===== config.mk =====
export PLATFORM = sky130hd
export DESIGN_NAME = flash_host
export DESIGN_NICKNAME = d
export VERILOG_FILES = /design/src/inc/flash_host_pkg.sv /design/src/hdl/flash_host.sv
export SDC_FILE = /design/constraint.sdc
export NUM_CORES = 1
export LEC_CHECK = 0
export BUFFER_PORTS_ARGS = -buffer_cell sky130_fd_sc_hd__buf_2
export CELL_PAD_IN_SITES_DETAIL_PLACEMENT = 1
export CELL_PAD_IN_SITES_GLOBAL_PLACEMENT = 1
export CORE_ASPECT_RATIO = 1.1
export CORE_MARGIN = 3
export CORE_UTILIZATION = 39
export DETAILED_ROUTE_END_ITERATION = 8
export GPL_ROUTABILITY_DRIVEN = 1
export PLACE_DENSITY_LB_ADDON = 0.12
export SYNTH_ARGS = -nofsm -noshare
export SYNTH_HDL_FRONTEND = slang
export SYNTH_SLANG_ARGS = --single-unit

===== constraint.sdc =====
create_clock -name mclk -period 2.6 [get_ports mclk]
set_input_delay 0.26 -clock mclk [delete_from_list [all_inputs] [get_ports mclk]]
set_output_delay 0.26 -clock mclk [all_outputs]
set_load 0.005 [all_outputs]

===== src/inc/flash_host_pkg.sv =====
// Purpose: constants and carriers for the flash host controller
// Assumes: mclk at 125 MHz
// Notes: register offsets are byte addresses on the AHB-Lite slave
package flash_host_pkg;
  localparam int CLK_MHZ = 125;
  localparam int RESET_PULSE_NS = 500;
  localparam int WAKE_NS = 500;
  localparam int READY_US = 20;
  localparam int RESET_CYC = (RESET_PULSE_NS * CLK_MHZ + 999) / 1000;
  localparam int WAKE_CYC = (WAKE_NS * CLK_MHZ + 999) / 1000;
  localparam int READY_CYC = READY_US * CLK_MHZ;
  localparam int STROBE_CYC = 8;
  localparam int CNT_W = 16;
  localparam logic [CNT_W-1:0] STROBE_CNT = CNT_W'(STROBE_CYC);
  localparam logic [CNT_W-1:0] RESET_CNT = CNT_W'(RESET_CYC);
  localparam logic [CNT_W-1:0] WAKE_CNT = CNT_W'(WAKE_CYC);
  localparam logic [CNT_W-1:0] READY_CNT = CNT_W'(READY_CYC);
  localparam logic [7:0] OFS_ADDR = 8'h00;
  localparam logic [7:0] OFS_DATA = 8'h04;
  localparam logic [7:0] OFS_CMD = 8'h08;
  localparam logic [7:0] OFS_STAT = 8'h0C;
  localparam logic [7:0] OFS_RDATA = 8'h10;
  localparam int CMD_WRITE = 0;
  localparam int CMD_READ = 1;
  localparam int CMD_RESET = 2;
  localparam int CMD_POLL = 3;
  localparam int BIT_SEC_TOG = 2;
  localparam int BIT_WIN = 3;
  localparam int BIT_TMO = 5;
  localparam int BIT_PRI_TOG = 6;
  localparam int BIT_CPOLL = 7;
  localparam logic [1:0] HTRANS_NONSEQ = 2'h2;
  typedef struct packed {
    logic ce_n;
    logic we_n;
    logic oe_n;
    logic reset_n;
    logic [20:0] addr;
    logic [7:0] dq_out;
    logic dq_oe;
  } flash_pins_t;
  typedef enum logic [2:0] {
    ST_IDLE = 3'b000,
    ST_WR = 3'b001,
    ST_RD = 3'b010,
    ST_RD2 = 3'b011,
    ST_RST = 3'b100,
    ST_WAKE = 3'b101
  } host_state_t;
endpackage : flash_host_pkg


===== src/hdl/flash_host.sv =====
// Purpose: AHB-Lite controlled host that drives a parallel NOR flash through its pins
// Assumes: flash pins are asynchronous; inputs are synchronised by two flops
// Notes: status bits are captured per read; toggle detection uses two reads
module flash_host (
  input wire logic mclk,
  input wire logic rst_n,
  input wire logic hsel,
  input wire logic [31:0] haddr,
  input wire logic [1:0] htrans,
  input wire logic hwrite,
  input wire logic [2:0] hsize,
  input wire logic [31:0] hwdata,
  input wire logic hready,
  output logic [31:0] hrdata,
  output logic hreadyout,
  output logic hresp,
  output flash_host_pkg::flash_pins_t pins,
  input wire logic [7:0] dq_in,
  input wire logic ready_busy_n
);
  import flash_host_pkg::*;

  host_state_t state_ff, nxt_state;
  flash_pins_t pins_ff, nxt_pins;
  logic [CNT_W-1:0] cnt_ff, nxt_cnt;
  logic [7:0] rd1_ff, nxt_rd1, rd2_ff, nxt_rd2;
  logic poll_ff, nxt_poll, done_ff, nxt_done, fail_ff, nxt_fail, second_ff, nxt_second;
  logic [20:0] addr_ff, nxt_addr;
  logic [7:0] wdata_ff, nxt_wdata;
  logic [7:0] dq_s1_ff, dq_s2_ff;
  logic rb_s1_ff, rb_s2_ff;
  logic [7:0] ap_addr_ff;
  logic ap_wr_ff, ap_valid_ff;
  logic [31:0] hrdata_ff, nxt_hrdata;
  logic busy;

  // two-flop synchronisers for the flash pins
  always_ff @(posedge mclk) begin
    dq_s1_ff <= dq_in;
    dq_s2_ff <= dq_s1_ff;
    rb_s1_ff <= ready_busy_n;
    rb_s2_ff <= rb_s1_ff;
  end

  // ahb address phase capture; slave never stalls
  always_ff @(posedge mclk) begin
    if (!rst_n) begin
      ap_addr_ff <= 8'h00;
      ap_wr_ff <= 1'b0;
      ap_valid_ff <= 1'b0;
    end else if (hready) begin
      ap_addr_ff <= haddr[7:0];
      ap_wr_ff <= hwrite;
      ap_valid_ff <= hsel && htrans[1];
    end
  end

  assign busy = (state_ff != ST_IDLE);

  always_comb begin
    nxt_state = state_ff;
    nxt_pins = pins_ff;
    nxt_cnt = cnt_ff;
    nxt_rd1 = rd1_ff;
    nxt_rd2 = rd2_ff;
    nxt_poll = poll_ff;
    nxt_done = done_ff;
    nxt_fail = fail_ff;
    nxt_second = second_ff;
    nxt_addr = addr_ff;
    nxt_wdata = wdata_ff;
    nxt_hrdata = hrdata_ff;
    // read data is fetched in the address phase so it stands through the data phase
    if (hready && hsel && htrans[1] && !hwrite) begin
      case (haddr[7:0])
        OFS_ADDR: nxt_hrdata = {11'h000, addr_ff};
        OFS_DATA: nxt_hrdata = {24'h000000, wdata_ff};
        OFS_STAT: nxt_hrdata = {26'h0000000, fail_ff, done_ff, ~rb_s2_ff, busy, 2'h0};
        OFS_RDATA: nxt_hrdata = {16'h0000, rd2_ff, rd1_ff};
        default: nxt_hrdata = 32'h00000000;
      endcase
    end
    if (ap_valid_ff && ap_wr_ff) begin
      if (ap_addr_ff == OFS_ADDR) begin
        nxt_addr = hwdata[20:0];
      end
      if (ap_addr_ff == OFS_DATA) begin
        nxt_wdata = hwdata[7:0];
      end
    end
    case (state_ff)
      ST_IDLE: begin
        if (ap_valid_ff && ap_wr_ff && ap_addr_ff == OFS_CMD) begin
          nxt_done = 1'b0;
          nxt_fail = 1'b0;
          nxt_pins.addr = addr_ff;
          nxt_cnt = STROBE_CNT;
          if (hwdata[CMD_WRITE]) begin
            // write: ce and we low, oe high, data driven
            nxt_pins.ce_n = 1'b0;
            nxt_pins.we_n = 1'b0;
            nxt_pins.oe_n = 1'b1;
            nxt_pins.dq_out = wdata_ff;
            nxt_pins.dq_oe = 1'b1;
            nxt_state = ST_WR;
          end else if (hwdata[CMD_READ] || hwdata[CMD_POLL]) begin
            nxt_poll = hwdata[CMD_POLL];
            nxt_second = 1'b0;
            nxt_pins.ce_n = 1'b0;
            nxt_pins.oe_n = 1'b0;
            nxt_state = ST_RD;
          end else if (hwdata[CMD_RESET]) begin
            nxt_pins.reset_n = 1'b0;
            nxt_pins.dq_oe = 1'b0;
            nxt_cnt = RESET_CNT;
            nxt_state = ST_RST;
          end
        end
      end
      ST_WR: begin
        nxt_cnt = cnt_ff - 1'b1;
        if (cnt_ff == '0 && !pins_ff.we_n) begin
          // write strobe rises alone so the flash latches while chip select is still low
          nxt_pins.we_n = 1'b1;
          nxt_cnt = '0;
        end else if (cnt_ff == '0) begin
          nxt_pins.ce_n = 1'b1;
          nxt_pins.dq_oe = 1'b0;
          nxt_done = 1'b1;
          nxt_state = ST_IDLE;
        end
      end
      ST_RD, ST_RD2: begin
        nxt_cnt = cnt_ff - 1'b1;
        if (cnt_ff == '0) begin
          nxt_pins.oe_n = 1'b1;
          nxt_pins.ce_n = 1'b1;
          nxt_cnt = STROBE_CNT;
          if (state_ff == ST_RD) begin
            // a plain read hands software the erase window flag for its before/after check
            nxt_rd1 = dq_s2_ff;
            nxt_state = poll_ff ? ST_RD2 : ST_IDLE;
            nxt_done = !poll_ff;
          end else begin
            // second read of pair: compare primary toggle bit
            nxt_rd2 = dq_s2_ff;
            if (rd1_ff[BIT_PRI_TOG] == dq_s2_ff[BIT_PRI_TOG]) begin
              nxt_done = 1'b1;
              nxt_state = ST_IDLE;
            end else if (second_ff) begin
              // timeout seen last time and still toggling: failure
              nxt_fail = 1'b1;
              nxt_done = 1'b1;
              nxt_state = ST_IDLE;
            end else begin
              nxt_second = dq_s2_ff[BIT_TMO];
              nxt_rd1 = dq_s2_ff;
              nxt_state = ST_RD2;
            end
          end
        end else if (cnt_ff == STROBE_CNT && pins_ff.oe_n) begin
          nxt_pins.ce_n = 1'b0;
          nxt_pins.oe_n = 1'b0;
        end
      end
      ST_RST: begin
        nxt_cnt = cnt_ff - 1'b1;
        if (cnt_ff == '0) begin
          nxt_pins.reset_n = 1'b1;
          nxt_cnt = WAKE_CNT;
          nxt_state = ST_WAKE;
        end
      end
      ST_WAKE: begin
        nxt_cnt = cnt_ff - 1'b1;
        if (cnt_ff == '0) begin
          nxt_done = 1'b1;
          nxt_state = ST_IDLE;
        end
      end
      default: nxt_state = ST_IDLE;
    endcase
  end

  always_ff @(posedge mclk) begin
    if (!rst_n) begin
      state_ff <= ST_IDLE;
      pins_ff <= '{ce_n: 1'b1, we_n: 1'b1, oe_n: 1'b1, reset_n: 1'b1,
                   addr: 21'h000000, dq_out: 8'h00, dq_oe: 1'b0};
      cnt_ff <= '0;
      rd1_ff <= 8'h00;
      rd2_ff <= 8'h00;
      poll_ff <= 1'b0;
      done_ff <= 1'b0;
      fail_ff <= 1'b0;
      second_ff <= 1'b0;
      addr_ff <= 21'h000000;
      wdata_ff <= 8'h00;
      hrdata_ff <= 32'h00000000;
    end else begin
      state_ff <= nxt_state;
      pins_ff <= nxt_pins;
      cnt_ff <= nxt_cnt;
      rd1_ff <= nxt_rd1;
      rd2_ff <= nxt_rd2;
      poll_ff <= nxt_poll;
      done_ff <= nxt_done;
      fail_ff <= nxt_fail;
      second_ff <= nxt_second;
      addr_ff <= nxt_addr;
      wdata_ff <= nxt_wdata;
      hrdata_ff <= nxt_hrdata;
    end
  end

  assign pins = pins_ff;
  assign hrdata = hrdata_ff;
  assign hreadyout = 1'b1;
  assign hresp = 1'b0;

  AST_WRITE_QUAL: assert property (@(posedge mclk) disable iff (!rst_n)
    !pins_ff.we_n |-> (!pins_ff.ce_n && pins_ff.oe_n && pins_ff.dq_oe))
    else $error("write strobe low without proper qualifiers");
  AST_RESET_LEN: assert property (@(posedge mclk) disable iff (!rst_n)
    $fell(pins_ff.reset_n) |-> !pins_ff.reset_n [*8])
    else $error("reset pulse too short");
  AST_RESET_NODRV: assert property (@(posedge mclk) disable iff (!rst_n)
    !pins_ff.reset_n |-> !pins_ff.dq_oe && pins_ff.oe_n)
    else $error("bus driven during flash reset");
  AST_WAKE_DONE: assert property (@(posedge mclk) disable iff (!rst_n)
    $rose(pins_ff.reset_n) |-> !done_ff [*8])
    else $error("done before wake time");
  AST_FAIL_REREAD: assert property (@(posedge mclk) disable iff (!rst_n)
    $rose(fail_ff) |-> $past(second_ff))
    else $error("failure without reread after timeout");
  AST_NO_OVERLAP: assert property (@(posedge mclk) disable iff (!rst_n)
    !(!pins_ff.oe_n && !pins_ff.we_n))
    else $error("read and write strobes overlap");
  AST_TOGGLE_STOP: assert property (@(posedge mclk) disable iff (!rst_n)
    (state_ff == ST_RD2 && cnt_ff == '0 && rd1_ff[BIT_PRI_TOG] == dq_s2_ff[BIT_PRI_TOG])
    |=> done_ff && state_ff == ST_IDLE)
    else $error("steady toggle bit not taken as completion");
  AST_IDLE_PINS: assert property (@(posedge mclk) disable iff (!rst_n)
    state_ff == ST_IDLE |-> pins_ff.ce_n && pins_ff.we_n && pins_ff.oe_n)
    else $error("strobes active while idle");
endmodule : flash_host


# == After elaboration in Yosys (flattened, before gate mapping) ==
# Cells that the tools add are included.
# W data, S select, Z words.
# totals
reg_bits,162
output_inout_bits,68
# op_classes
n_eq_ne,34
add_sub_neg,1
n_bitwise,3
reduce_logical,41
mux,66
# ops
cell,n
$mux W16,6
$pmux W21 S4,1
$pmux W16 S5,1
$mux W34,1
$mux W8,4
$mux W1,31
$ne A2 B2 Y1 const B,15
$mux W3,8
$reduce_and A6 Y1,4
$eq A16 B4 Y1 const B,1
$eq A8 B3 Y1 const B,2
$eq A8 B4 Y1 const B,2
$logic_not A16 Y1,1
$logic_not A8 Y1,2
$reduce_and A4 Y1,4
$sub A16 B1 Y16 const B,1
$pmux W3 S5,1
$ne A3 B3 Y1 const B,4
$pmux W1 S2,6
$reduce_and A5 Y1,2
$eq A8 B5 Y1 const B,1
$logic_and A1 B1 Y1,8
$mux W2,4
$ne A4 B4 Y1 const B,2
other kinds (20),33

# == Depth between registers and ports, before layout ==
# logic_depth
ltp_word,5
mapped_depth,8
mapped_depth_nobuf,7

# == Least setup slack after synthesis ==
# OpenSTA, ideal clock, no wires.
# synth_path
path_kind,flip-flop to flip-flop
start,register cnt_ff[0]
end,register rd1_ff[0]
arrival_time_ns,1.864
path_stages_with_launch,9
period_less_slack_ns,1.991
slack_ns,0.609
required_time_ns,2.472
setup_ns,0.128
cell_sequence,dfxtp_1 -> inv_1 -> ha_1 -> nor4b_1 -> nand4_1 -> or3_1 -> buf_2 -> mux2i_1 -> nor2_1
# synth_via
elab_chain_len,2
# synth_lines
item,line,text
from (decl),flash_host.sv:25,"logic [CNT_W-1:0] cnt_ff, nxt_cnt;"
from (signal assigned),flash_host.sv:203,cnt_ff <= nxt_cnt;
$logic_not A16 Y1,flash_host.sv:135,if (cnt_ff == '0) begin
$reduce_and A4 Y1 (no source line),-,
to (signal assigned),flash_host.sv:204,rd1_ff <= nxt_rd1;
to (decl),flash_host.sv:26,"logic [7:0] rd1_ff, nxt_rd1, rd2_ff, nxt_rd2;"
# Every way passes these cells.
# A chain may end at the register's enable or synchronous reset.

# == Worst setup path in the final report ==
# Same ends and word-level chain as after synthesis.

==> reports/metrics.yaml <==
worst_setup_path:
  arrival_ps: 2670
  cp_max_fo: 8
  worstPathRequired_ps: 2880
  path_class: "reg -> reg"
  worstRegToRegCells: 7
  startpoint_type: "flop"
  worstSetupEndpointType: "flop"
clocking:
  cts_tree: "yes"
  clockBufferDepth: 2
  cts-root-buf: "clkbuf_16"
  cts_setup_buffers: 0
  cts_sinks: 151
  cts-htree-levels: 4
  clock_latency_ps: 410
  cts_buffers: 17
  clkTransAtPathRegs_ps: 60
floorplan:
  die_h_um: 138
  floorplan.initialDensity_pct: 40.4
  rows: 47
  core_region_area_um2: 15300
  die_w_um: 126
  ioPinCount: 151
  dieArea_um2: 17400
global_route:
  antenna_found_initial: 2
  grt_pass1_vias: 5851
  use_met3_pct: 5.02
  gr-max-usage-layer: "met2"
  use_met2_pct: 40.1
  grt_max_degree: 98
  grtUsageMet1_pct: 25.4
  grt_usage_pct: 22.0
  grt_first_pass_wirelength_mm: 31.0
  grt.overflow.total: 0
min_path:
  min_path_type: "in -> reg"
  hold_depth: 3
timing:
  fmax_ghz: 0.419
  slew_violations: 0
  worst_slew_pin_slew_ps: 924
  finalHoldViolations: 0
  clock_skew_ps: 6.96
  rsz0062_at_grt: "false"
  slew-limit-headroom_pct: 38.4
  worst_slack_ps: 213
  final.setup.tns_ps: 0
  min_period_ps: 2390
  whs_ps: 93.2
  finalCritPeriodShare_pct: 91.8
  setup_viol_count_final: 0
routing:
  viasPerCell: 5.46
  post_drt_wl_per_cell_um: 18.9
  drt_iter0_drc: 352
  drc_errors: 0
  first_pass_iters: 4
  ant_nets: 0
  drt_wl_total_mm: 19.3
  vias: 5590
yosys:
  synth_xor_area_share_pct: 1.42
  synth_top_family_by_area: "simple AND/OR/NAND/NOR gates"
  synth_fa_ha_area_share_pct: 0.405
  synth.most_common_cell: "dfxtp_1"
  syn-cell-area_um2: 6180
  synth.distinct_cells: 64
  synth.top_cell.area_share_pct: 48.9
  avgSynthCellArea_um2: 8.71
  synth_cells: 710
  synth-edff-count: 0
  synthArstFlopShare_pct: 0
  yosys_warnings: 0
  synth_seq_cells: 151
  synth_compound_area_share_pct: 16.4
  synth_top_area_cell: "dfxtp_1"
  synth_top_cells_by_count: "151 x dfxtp_1, 133 x nand2_1, 77 x a21oi_1"
  ys_top_cells_by_area: "dfxtp_1 49%, nand2_1 8.1%, a21oi_1 6.2%"
  synth_ff_type: "dfxtp_1"
  synth_mux_area_share_pct: 5.71
  synth.yosys.seq_area_share_pct: 48.9
  synth-simple-area-share_pct: 22.7
power:
  vdd_ir_drop_max_mv: 0.442
  powerDensity_nw_per_um2: 876
  power_leakage_nw: 2.99
layout:
  fin_nets: 899
  area_growth_pct: 23.1
  drive_gt1_share_pct: 20.3
  diodes: 0
  utilization_pct: 49.8
  instances_no_fill: 1023
outcome:
  outcome: "finished, final reports clean"
placement:
  gp_congestion: 0.879
  dp_slack_ps: 276
  dp_cells: 982
  dp_hpwl_mm: 13.6
  io_buffers: 98
run:
  drv_cap: 0
==> stage by stage <==
stage	power [mW]	area, um2
3_5_place_dp	4.00	6880
3_3_place_gp	3.95	6880
2_1_floorplan	3.55	6220
4_1_cts	6.69	7610
6_report	6.66	7610
5_1_grt	6.95	7610
==> cell type report <==
| type | count | area [um2] |
|---|---|---|
| clock inverter | 13 | 194 |
| fill | 1854 | 7680 |
| sequential | 151 | 3020 |
| inverter | 7 | 26.3 |
| clock buffer | 19 | 443 |
| multi-input combinational | 512 | 2950 |
| timing repair buffer | 125 | 728 |
| tap | 196 | 245 |
==> worst max-delay path, cell delays in order, from the launching register on <==
cell and delay, ps:
dfxtp_1 330, inv_1 110, ha_1 170, nor4b_1 450, nand4_1 200, or3_1 650, mux2i_1 260, nor2_1 70
==> registers in the layout (all words and copies together), names as in the netlist <==
register and flops:
addr_ff 21, ap_addr_ff 8, ap_valid_ff 1, ap_wr_ff 1
cnt_ff 16, done_ff 1, dq_s1_ff 8, dq_s2_ff 8
fail_ff 1, hrdata 21, pins 34, poll_ff 1
rb_s1_ff 1, rb_s2_ff 1, rd1_ff 8, rd2_ff 8
second_ff 1, state_ff 3, wdata_ff 8
==> placed cells by master, fill, tap and decap left out, drive strengths merged, types with 5 or more instances in the layout <==
| cell type | n |
|---|---|
| dfxtp | 151 |
| nand2 | 134 |
| buf | 116 |
| a21oi | 77 |
| nor2 | 60 |
| mux2i | 33 |
| o21ai | 20 |
| clkbuf | 19 |
| nor3 | 17 |
| nand3 | 16 |
| conb | 13 |
| nand4 | 12 |
| a22oi | 12 |
| inv | 11 |
| dlygate4sd3 | 9 |
| nor4 | 9 |
| and2 | 8 |
| a221oi | 8 |
| xor2 | 7 |
| or3 | 6 |
| o211ai | 6 |
| nor2b | 5 |
| o22ai | 5 |
| a31oi | 5 |
| or4 | 5 |
| o31ai | 5 |
==> logic make-up (layout without fill, tap and decap cells) <==
kind of cell / count (synthesis) / count (layout)
AO/OA/AOI/OAI: 159 / 159
XOR/XNOR: 10 / 10
adder cells (fa/ha/maj): 2 / 2
buffers and inverters: 58 / 164
flip-flops: 151 / 151
multiplexers: 35 / 35
other: 2 / 13
AND/OR/NAND/NOR: 293 / 293
==> path summary, 6_finish.rpt <==
check | startpoint | end | slack [ps]
max | cnt_ff[0] | rd1_ff[0] | 210
min | hwdata[12] | addr_ff[12] | 90
max reg2reg | cnt_ff[0] | rd1_ff[0] | 210
min reg2reg | dq_s1_ff[2] | dq_s2_ff[2] | 330
==> power by group <==
group | switching, mW | internal [mW]
sequential | 0.145 | 2.44
combinational | 0.856 | 0.554
clock | 1.02 | 1.65
total | 2.02 | 4.65
==> what timing repair did <==
action / CTS / global route
gates resized for setup: 0 / 0
hold endpoints to repair: 9 / 0
hold buffers: 9 / 0
==> metal layers <==
layer	routed length, um	vias up	part of all wire, %
li1	-	2696	-
met1	8150	2748	42
met2	10000	122	52
met3	848	20	4.4
met4	243	4	1.3
met5	21	-	0.11
Note: power is estimated with default switching activity, not from simulation.
